$ cat config.mk
export PLATFORM = sky130hd
export DESIGN_NAME = esa_regs
export DESIGN_NICKNAME = d
export VERILOG_FILES = /design/src/inc/esa_pkg.sv /design/src/rtl/esa_addr_gen.sv /design/src/rtl/esa_regs.sv
export SDC_FILE = /design/constraint.sdc
export NUM_CORES = 1
export LEC_CHECK = 0
export BUFFER_PORTS_ARGS = -buffer_cell sky130_fd_sc_hd__buf_2
export CORE_UTILIZATION = 54
export CTS_CLUSTER_DIAMETER = 40
export CTS_CLUSTER_SIZE = 16
export DETAILED_ROUTE_END_ITERATION = 10
export PLACE_DENSITY_LB_ADDON = 0.15
export RECOVER_POWER = 100
export SKIP_LAST_GASP = 1
export SYNTH_ARGS = -nofsm -noshare
export SYNTH_HDL_FRONTEND = slang
export SYNTH_HIERARCHICAL = 1
export SYNTH_SLANG_ARGS = --single-unit
$ cat constraint.sdc
create_clock -name clock -period 3 [get_ports clock]
set_clock_uncertainty 0.15 [all_clocks]
set_input_delay 0.15 -clock clock [delete_from_list [all_inputs] [get_ports clock]]
set_output_delay 0.15 -clock clock [all_outputs]
set_load 0.005 [all_outputs]
$ cat src/inc/esa_pkg.sv
package esa_pkg;

  // ----------------------------------------------------------------
  // Register offsets
  // ----------------------------------------------------------------
  localparam logic [7:0] OFF_SEGMENT  = 8'h1C;
  localparam logic [7:0] OFF_PERIODIC = 8'h20;
  localparam logic [7:0] OFF_ASYNC    = 8'h24;
  localparam logic [7:0] OFF_LINK_PTR = 8'h28;

  // ----------------------------------------------------------------
  // Field layout and reset values
  // ----------------------------------------------------------------
  localparam int          PER_LO       = 12;
  localparam int          ASY_LO       = 5;
  localparam logic [31:0] PER_MASK     = 32'hFFFF_F000;
  localparam logic [31:0] ASY_MASK     = 32'hFFFF_FFE0;
  localparam logic [31:0] SEG_RESET    = 32'h0000_0000;
  localparam logic [31:0] PER_RESET    = 32'h0000_0000;
  localparam logic [31:0] ASY_RESET    = 32'h0000_0000;
  localparam logic [31:0] LNK_RESET    = 32'h0000_0000;

  // ----------------------------------------------------------------
  // Frame list sizes
  // ----------------------------------------------------------------
  localparam logic [1:0]  LIST_1024    = 2'h0;
  localparam logic [1:0]  LIST_512     = 2'h1;
  localparam logic [1:0]  LIST_256     = 2'h2;
  localparam int          FRIDX_W      = 14;

  // ----------------------------------------------------------------
  // AHB encodings
  // ----------------------------------------------------------------
  localparam logic [1:0]  HTRANS_NSEQ  = 2'h2;
  localparam logic [2:0]  HSIZE_WORD   = 3'h2;

endpackage : esa_pkg

$ cat src/rtl/esa_addr_gen.sv
`timescale 1ns/1ps
module esa_addr_gen (
  // Clock and reset
  input  wire logic        clock,
  input  wire logic        rstn,
  // Capability strap, stored pointers and frame selection
  input  wire logic        wide_addr_capability,
  input  wire logic [31:0] control_segment,
  input  wire logic [31:0] periodic_list_base_a,
  input  wire logic [31:0] async_list_address,
  input  wire logic [31:0] link_pointer_field,
  input  wire logic [13:0] frame_index,
  input  wire logic [1:0]  list_size_field,
  // Generated addresses
  output logic      [63:0] periodic_entry_addr,
  output logic      [63:0] async_head_addr,
  output logic      [63:0] link_struct_addr
);

  logic [31:0] upper_d;
  logic [31:0] entry_off;
  logic [63:0] per_d;
  logic [63:0] asy_d;
  logic [63:0] lnk_d;

  always_comb begin
    // The segment only counts in 64-bit mode; otherwise the top word is forced low.
    upper_d = wide_addr_capability ? control_segment : 32'h0000_0000;
    // Index bits N..3 pick the entry; each entry is four bytes wide.
    case (list_size_field)
      esa_pkg::LIST_1024: entry_off = {20'h00000, frame_index[12:3], 2'h0};
      esa_pkg::LIST_512:  entry_off = {21'h0, frame_index[11:3], 2'h0};
      esa_pkg::LIST_256:  entry_off = {22'h0, frame_index[10:3], 2'h0};
      default:            entry_off = {22'h0, frame_index[10:3], 2'h0};
    endcase
    per_d = {upper_d, periodic_list_base_a[31:esa_pkg::PER_LO], entry_off[11:0]};
    asy_d = {upper_d, async_list_address[31:esa_pkg::ASY_LO], 5'h00};
    lnk_d = {upper_d, link_pointer_field};
  end

  always_ff @(posedge clock) begin
    if (!rstn) begin
      periodic_entry_addr <= 64'h0;
      async_head_addr     <= 64'h0;
      link_struct_addr    <= 64'h0;
    end else begin
      periodic_entry_addr <= per_d;
      async_head_addr     <= asy_d;
      link_struct_addr    <= lnk_d;
    end
  end

  a_upper_zero_narrow: assert property (@(posedge clock) disable iff (!rstn)
    !$past(wide_addr_capability) |-> periodic_entry_addr[63:32] == 32'h0 &&
      async_head_addr[63:32] == 32'h0 && link_struct_addr[63:32] == 32'h0)
    else $error("Upper address word not zero in 32-bit mode.");

  a_upper_segment_wide: assert property (@(posedge clock) disable iff (!rstn)
    $past(rstn) && $past(wide_addr_capability) |->
      async_head_addr[63:32] == $past(control_segment))
    else $error("Upper address word does not follow the segment.");

  a_entry_index_1024: assert property (@(posedge clock) disable iff (!rstn)
    $past(rstn) && $past(list_size_field) == 2'h0 |->
      periodic_entry_addr[11:0] == {$past(frame_index[12:3]), 2'h0})
    else $error("Frame list entry offset wrong for 1024 entries.");

  a_entry_index_512: assert property (@(posedge clock) disable iff (!rstn)
    $past(rstn) && $past(list_size_field) == 2'h1 |->
      periodic_entry_addr[11:0] == {1'b0, $past(frame_index[11:3]), 2'h0})
    else $error("Frame list entry offset wrong for 512 entries.");

  a_entry_index_256: assert property (@(posedge clock) disable iff (!rstn)
    $past(rstn) && $past(list_size_field) == 2'h2 |->
      periodic_entry_addr[11:0] == {2'h0, $past(frame_index[10:3]), 2'h0})
    else $error("Frame list entry offset wrong for 256 entries.");

  a_entry_base_kept: assert property (@(posedge clock) disable iff (!rstn)
    $past(rstn) |-> periodic_entry_addr[31:12] == $past(periodic_list_base_a[31:12]))
    else $error("Frame list entry lost the stored base.");

endmodule : esa_addr_gen

$ cat src/rtl/esa_regs.sv
`timescale 1ns/1ps
// Contract
// - With 64-bit capability clear, segment writes are ignored, it reads zero and is unused.
// - With 64-bit capability set, the segment forms address bits 63..32 above every pointer.
// - The periodic base keeps bits 31..12 only; bits 11..0 read as zero.
// - Frame list entry addresses combine the periodic base with the frame index.
// - The async pointer keeps bits 31..5 only; bits 4..0 read as zero.
// - Frame index bits N..3 select the entry, N being 12, 11 or 10 by list size.
module esa_regs (
  // Clock and reset
  input  wire logic        clock,
  input  wire logic        rstn,
  // AHB-Lite slave
  input  wire logic        hsel,
  input  wire logic [31:0] haddr,
  input  wire logic [1:0]  htrans,
  input  wire logic        hwrite,
  input  wire logic [2:0]  hsize,
  input  wire logic [31:0] hwdata,
  input  wire logic        hready,
  output logic      [31:0] hrdata,
  output logic             hreadyout,
  output logic             hresp,
  // Schedule engine side
  input  wire logic        wide_addr_capability,
  input  wire logic [13:0] frame_index,
  input  wire logic [1:0]  list_size_field,
  output logic      [63:0] periodic_entry_addr,
  output logic      [63:0] async_head_addr,
  output logic      [63:0] link_struct_addr
);

  // ----------------------------------------------------------------
  // Bus address phase capture
  // ----------------------------------------------------------------
  logic        wr_pend_q, wr_pend_d;
  logic [7:0]  wr_addr_q, wr_addr_d;
  logic [31:0] rdata_q, rdata_d;
  logic        access;

  // ----------------------------------------------------------------
  // Register storage
  // ----------------------------------------------------------------
  logic [31:0] seg_q, seg_d;
  logic [31:0] per_q, per_d;
  logic [31:0] asy_q, asy_d;
  logic [31:0] lnk_q, lnk_d;

  // The capability strap comes from another block on this clock, so no synchroniser.
  assign access = hsel && hready && htrans == esa_pkg::HTRANS_NSEQ;

  always_comb begin
    wr_pend_d = access && hwrite && hsize == esa_pkg::HSIZE_WORD;
    wr_addr_d = haddr[7:0];
    rdata_d   = 32'h0000_0000;
    if (access && !hwrite) begin
      case (haddr[7:0])
        esa_pkg::OFF_SEGMENT:  rdata_d = wide_addr_capability ? seg_q : 32'h0000_0000;
        esa_pkg::OFF_PERIODIC: rdata_d = per_q & esa_pkg::PER_MASK;
        esa_pkg::OFF_ASYNC:    rdata_d = asy_q & esa_pkg::ASY_MASK;
        esa_pkg::OFF_LINK_PTR: rdata_d = lnk_q;
        default:               rdata_d = 32'h0000_0000;
      endcase
    end
  end

  always_comb begin
    seg_d = seg_q;
    per_d = per_q;
    asy_d = asy_q;
    lnk_d = lnk_q;
    if (wr_pend_q) begin
      case (wr_addr_q)
        esa_pkg::OFF_SEGMENT: begin
          // Writes are dropped when the part cannot address above 4 GB.
          if (wide_addr_capability) begin
            seg_d = hwdata;
          end
        end
        // Only the aligned upper bits are stored.
        esa_pkg::OFF_PERIODIC: per_d = hwdata & esa_pkg::PER_MASK;
        // Software must place a queue head here; the block cannot check the type.
        esa_pkg::OFF_ASYNC:    asy_d = hwdata & esa_pkg::ASY_MASK;
        esa_pkg::OFF_LINK_PTR: lnk_d = hwdata;
        default: begin
        end
      endcase
    end
  end

  always_ff @(posedge clock) begin
    if (!rstn) begin
      wr_pend_q <= 1'b0;
      wr_addr_q <= 8'h00;
      rdata_q   <= 32'h0000_0000;
      seg_q     <= esa_pkg::SEG_RESET;
      per_q     <= esa_pkg::PER_RESET;
      asy_q     <= esa_pkg::ASY_RESET;
      lnk_q     <= esa_pkg::LNK_RESET;
    end else begin
      wr_pend_q <= wr_pend_d;
      wr_addr_q <= wr_addr_d;
      rdata_q   <= rdata_d;
      seg_q     <= seg_d;
      per_q     <= per_d;
      asy_q     <= asy_d;
      lnk_q     <= lnk_d;
    end
  end

  // Zero wait states and an OKAY response keep the slave simple.
  always_ff @(posedge clock) begin
    if (!rstn) begin
      hreadyout <= 1'b0;
      hresp     <= 1'b0;
    end else begin
      hreadyout <= 1'b1;
      hresp     <= 1'b0;
    end
  end

  assign hrdata = rdata_q;

  // ----------------------------------------------------------------
  // Address generation
  // ----------------------------------------------------------------
  esa_addr_gen u_addr_gen (
    .clock                (clock),
    .rstn                 (rstn),
    .wide_addr_capability (wide_addr_capability),
    .control_segment      (seg_q),
    .periodic_list_base_a (per_q),
    .async_list_address   (asy_q),
    .link_pointer_field   (lnk_q),
    .frame_index          (frame_index),
    .list_size_field      (list_size_field),
    .periodic_entry_addr  (periodic_entry_addr),
    .async_head_addr      (async_head_addr),
    .link_struct_addr     (link_struct_addr)
  );

  // ----------------------------------------------------------------
  // Checks
  // ----------------------------------------------------------------
  // Checks on generated addresses skip the edge after reset, whose inputs were not yet live.
  a_seg_write_block: assert property (@(posedge clock) disable iff (!rstn)
    !wide_addr_capability |=> seg_q == $past(seg_q))
    else $error("Segment changed without 64-bit capability.");

  a_seg_read_zero: assert property (@(posedge clock) disable iff (!rstn)
    access && !hwrite && haddr[7:0] == esa_pkg::OFF_SEGMENT && !wide_addr_capability
      |=> hrdata == 32'h0)
    else $error("Segment read not zero without 64-bit capability.");

  a_per_low_zero: assert property (@(posedge clock) disable iff (!rstn)
    per_q[11:0] == 12'h000)
    else $error("Periodic base low bits not zero.");

  a_asy_low_zero: assert property (@(posedge clock) disable iff (!rstn)
    access && !hwrite && haddr[7:0] == esa_pkg::OFF_ASYNC |=> hrdata[4:0] == 5'h00)
    else $error("Async pointer low bits not zero on read.");

  a_per_write_lands: assert property (@(posedge clock) disable iff (!rstn)
    wr_pend_q && wr_addr_q == esa_pkg::OFF_PERIODIC |=>
      per_q[31:12] == $past(hwdata[31:12]))
    else $error("Periodic base write not stored.");

  a_seg_write_lands: assert property (@(posedge clock) disable iff (!rstn)
    wr_pend_q && wr_addr_q == esa_pkg::OFF_SEGMENT && wide_addr_capability |=>
      seg_q == $past(hwdata))
    else $error("Segment write not stored with 64-bit capability.");

  a_asy_write_lands: assert property (@(posedge clock) disable iff (!rstn)
    wr_pend_q && wr_addr_q == esa_pkg::OFF_ASYNC |=>
      asy_q == {$past(hwdata[31:5]), 5'h00})
    else $error("Async pointer write not stored.");

  a_lnk_write_lands: assert property (@(posedge clock) disable iff (!rstn)
    wr_pend_q && wr_addr_q == esa_pkg::OFF_LINK_PTR |=>
      lnk_q == $past(hwdata))
    else $error("Link pointer write not stored.");

  a_seg_read_wide: assert property (@(posedge clock) disable iff (!rstn)
    access && !hwrite && haddr[7:0] == esa_pkg::OFF_SEGMENT && wide_addr_capability
      |=> hrdata == $past(seg_q))
    else $error("Segment read does not return the stored value.");

  a_per_read_value: assert property (@(posedge clock) disable iff (!rstn)
    access && !hwrite && haddr[7:0] == esa_pkg::OFF_PERIODIC
      |=> hrdata == {$past(per_q[31:12]), 12'h000})
    else $error("Periodic base read wrong or low bits not zero.");

  a_asy_read_value: assert property (@(posedge clock) disable iff (!rstn)
    access && !hwrite && haddr[7:0] == esa_pkg::OFF_ASYNC
      |=> hrdata[31:5] == $past(asy_q[31:5]))
    else $error("Async pointer read does not return the stored value.");

  a_narrow_unused: assert property (@(posedge clock) disable iff (!rstn)
    $past(rstn) && !$past(wide_addr_capability) |->
      async_head_addr[63:32] == 32'h0 && periodic_entry_addr[63:32] == 32'h0)
    else $error("Segment used for addresses without 64-bit capability.");

  a_wide_link_upper: assert property (@(posedge clock) disable iff (!rstn)
    $past(rstn) && $past(wide_addr_capability) |->
      link_struct_addr[63:32] == $past(seg_q) && periodic_entry_addr[63:32] == $past(seg_q))
    else $error("Segment not placed above the link or periodic pointer.");

  a_byte_write_drop: assert property (@(posedge clock) disable iff (!rstn)
    access && hwrite && hsize != esa_pkg::HSIZE_WORD |=>
      !wr_pend_q)
    else $error("Non-word write was accepted.");

  a_unmapped_zero: assert property (@(posedge clock) disable iff (!rstn)
    access && !hwrite && haddr[7:0] != esa_pkg::OFF_SEGMENT &&
      haddr[7:0] != esa_pkg::OFF_PERIODIC && haddr[7:0] != esa_pkg::OFF_ASYNC &&
      haddr[7:0] != esa_pkg::OFF_LINK_PTR |=> hrdata == 32'h0)
    else $error("Unmapped read did not return zero.");

  // Read data stands for one data phase only, so stale words never leak into later cycles.
  a_idle_read_zero: assert property (@(posedge clock) disable iff (!rstn)
    !(access && !hwrite) |=>
      hrdata == 32'h0000_0000)
    else $error("Read data not zero outside a read data phase.");

  a_ready_okay: assert property (@(posedge clock) disable iff (!rstn)
    $past(rstn) |->
      hreadyout && !hresp)
    else $error("Slave not ready or not OKAY after reset.");

endmodule : esa_regs
==> results.yml <==
status:
  status: "complete, but fails checks"
  violations: "max-capacitance violations, max-slew violations"
logic_synthesis:
  syn_area_um2: 9697
  synth_seq_area_share: 0.5657
  synth_edf_count: 0
  synthFlopType: "dfxtp_1"
  syn_inst: 963
  ys_warn_count: 6
  async_reset_ff_frac: 0
  syn_avg_cell_area_um2: 10.07
  ys_ff_latch: 274
  synth.distinct_cells: 40
setup_path:
  cp.required_ns: 3.28
  end_kind: "register"
  worstSetupEndpoint: "hrdata[10]"
  arrival_ns: 2.74
  path_max_fanout: 19
  worstRegToRegCells: 5
  reg2reg_setup_slack_ns: 0.85
  r2r-start: "wr_pend_q"
  setup.worst_path.class: "in2reg"
  rr_endpoint: "lnk_q[22]"
  start_kind: "input port"
  crit_start: "haddr[1]"
finish:
  fin_util: 0.6948
  fillers: 1442
  finish.net_count: 1299
  multi_input_area_um2: 3231
  areaGrowthSynthToFinish_pct: 24.79
  drive_gt1_frac: 0.2164
  antenna_cells: 0
  seqCellArea_um2: 5485
grt:
  grt_usage: 0.2417
  grt_pass1_wl_um: 34660
  antenna_found_initial: 0
  grt_max_degree: 294
  grt_pass1_vias: 6691
  gr-total-overflow: 0
floorplan:
  start_util: 0.5568
  dieArea_um2: 18500
  io_pins: 317
  core_area_um2: 17420
  die_h_um: 136.0
  fp-row-count: 48
  die_x_um: 136.0
cts:
  h-tree-depth: 2
  cts_root_buffer: "clkbuf_16"
  insertion_delay_ns: 0.50
  cts_tree: "yes"
  cts_buffers: 35
  cts.path.max_buffers: 3
  cts_sinks: 274
  clkTransAtPathRegs_ns: 0.06
power:
  peakVddDrop_uv: 493.7
  power.density_nw_per_um2: 669.4
  power.leakage_nw: 5.069
sta:
  worst_slew_pin_slew_ns: 1.549
  hold_violations: 0
  grt_setup_unrepaired: "false"
  period_share: 0.8168
  max_freq_mhz: 408.1
  slew-limit-headroom: -0.03265
  drv_slew: 31
  period_minus_slack_ns: 2.450
  fin_setup_tns_ns: 0
  setup-violations-final: 0
run:
  drv_cap: 1
drt:
  vias: 7377
  wire_per_inst_um: 15.56
  drtAntennaViolNets: 0
  drt-total-wl_um: 22700
  viasPerCell: 5.056
  remaining_drc_errors: 0
  dr.pass1.iters: 4
  drt_iter0_markers: 433
place:
  dpl.hpwl_um: 13790
  gp_congestion: 0.7660
  io_buffers: 280
min_path:
  hp-class: "in2reg"
final cells by class:
class / instances / area share
Inverter: 1 / 0.0003102
Sequential cell: 274 / 0.4533
Tap cell: 225 / 0.02327
Clock buffer: 43 / 0.08086
Timing Repair Buffer: 349 / 0.1570
Clock inverter: 20 / 0.01830
Multi-Input combinational cell: 547 / 0.2670
metal layers:
metal,GRT usage,wire length [um],vias to the layer above
met5,0,0,-
met4,0.07284,452,0
met3,0.04661,1260,37
met2,0.4089,11000,240
met1,0.3107,9980,3395
li1,-,-,3705
critical path: stages:
cell and delay (ns):
dlygate4sd3_1 0.55, clkbuf_1 0.11, or4_1 0.75, nor3b_1 0.43, o21ai_4 0.25, buf_4 0.33
a21oi_1 0.15
power breakdown:
part	leakage, nW	switching [W]	total, W	internal [W]
Combinational	2.28	0.000145	0.000252	0.000107
Clock	0.574	0.00158	0.00419	0.00261
Sequential	2.21	0.00000409	0.00366	0.00365
Total	5.07	0.00173	0.00810	0.00637
cell usage in the layout, fill, tap and decap left out, drive strengths merged, types with 3 or more instances in the layout:
master / n
clkinv: 6
dfxtp: 274
dlygate4sd3: 54
nand3: 116
a32oi: 4
and3: 32
bufinv: 3
and2: 95
a21oi: 7
buf: 178
conb: 8
o21ai: 112
inv: 6
nor2: 27
mux2i: 20
clkbuf: 160
clkinvlp: 6
nand2: 57
o2bb2ai: 20
nor3b: 3
a22oi: 28
worst min path at each step:
stage                              start                           endpoint  cells past startpoint
after floorplan                     rstn                          hreadyout                      0
after global placement    frame_index[6]  u_addr_gen/periodic_entry_addr[5]                      2
after detailed placement  frame_index[6]  u_addr_gen/periodic_entry_addr[5]                      2
after CTS                       haddr[2]                         hrdata[16]                      4
after global routing            haddr[2]                         hrdata[21]                      4
final                           haddr[2]                         hrdata[15]                      4
cells in the mapped netlist, types with 2 or more instances:
| cell type | instances | share of area |
|---|---|---|
| buf_4 | 75 | 0.058 |
| a22oi_1 | 28 | 0.022 |
| buf_1 | 10 | 0.0039 |
| conb_1 | 2 | 0.00077 |
| mux2i_1 | 20 | 0.021 |
| and2_1 | 94 | 0.061 |
| a21oi_1 | 2 | 0.0010 |
| buf_2 | 7 | 0.0036 |
| and3b_1 | 2 | 0.0018 |
| a21oi_2 | 5 | 0.0045 |
| a32oi_1 | 4 | 0.0036 |
| o2bb2ai_1 | 20 | 0.018 |
| o21ai_1 | 111 | 0.057 |
| nor4bb_1 | 2 | 0.0021 |
| and3_1 | 32 | 0.021 |
| dfxtp_1 | 274 | 0.57 |
| and4b_1 | 2 | 0.0021 |
| nand4_1 | 2 | 0.0013 |
| nand2_1 | 57 | 0.022 |
| nand3_1 | 116 | 0.060 |
| clkbuf_1 | 36 | 0.014 |
| buf_6 | 18 | 0.021 |
| nor3b_1 | 3 | 0.0023 |
| nor2_2 | 25 | 0.016 |
state kept, by name, summed over array words and instances, names as in the netlist:
signal / count
u_addr_gen/link_struct_addr: 32
u_addr_gen/periodic_entry_addr: 31
wr_pend_q: 1
per_q: 20
asy_q: 27
lnk_q: 32
u_addr_gen/async_head_addr: 58
seg_q: 32
hreadyout: 1
wr_addr_q: 8
hrdata: 32
kinds of logic after synthesis:
family | count (synthesis) | share of synthesized area
compound gates | 171 | 0.1071
buf+inv | 148 | 0.1023
flops | 274 | 0.5657
mux | 20 | 0.02064
other cells | 2 | 0.0007745
simple gates | 348 | 0.2035
stage by stage:
step           cells  total power [W]  area [um2]  setup slack (ns)  hold WS (ns)
4_1_cts         1459         0.008182       12300            0.6885       0.06672
5_1_grt         1459         0.008348       12100            0.4197        0.1206
2_1_floorplan    969         0.003873        9719             1.355       0.02772
3_5_place_dp    1342         0.003938       10560            0.7561        0.2101
3_3_place_gp    1342         0.003936       10560            0.7909        0.2056
6_report        1459         0.008099       12100            0.5497       0.09876
timing repair:
action	in CTS	in global routing
setup buffers	0	0
hold buffers	54	0
hold endpoints to repair	131	0
gates resized for setup	0	0
Note: power is estimated with default switching activity, not from simulation.
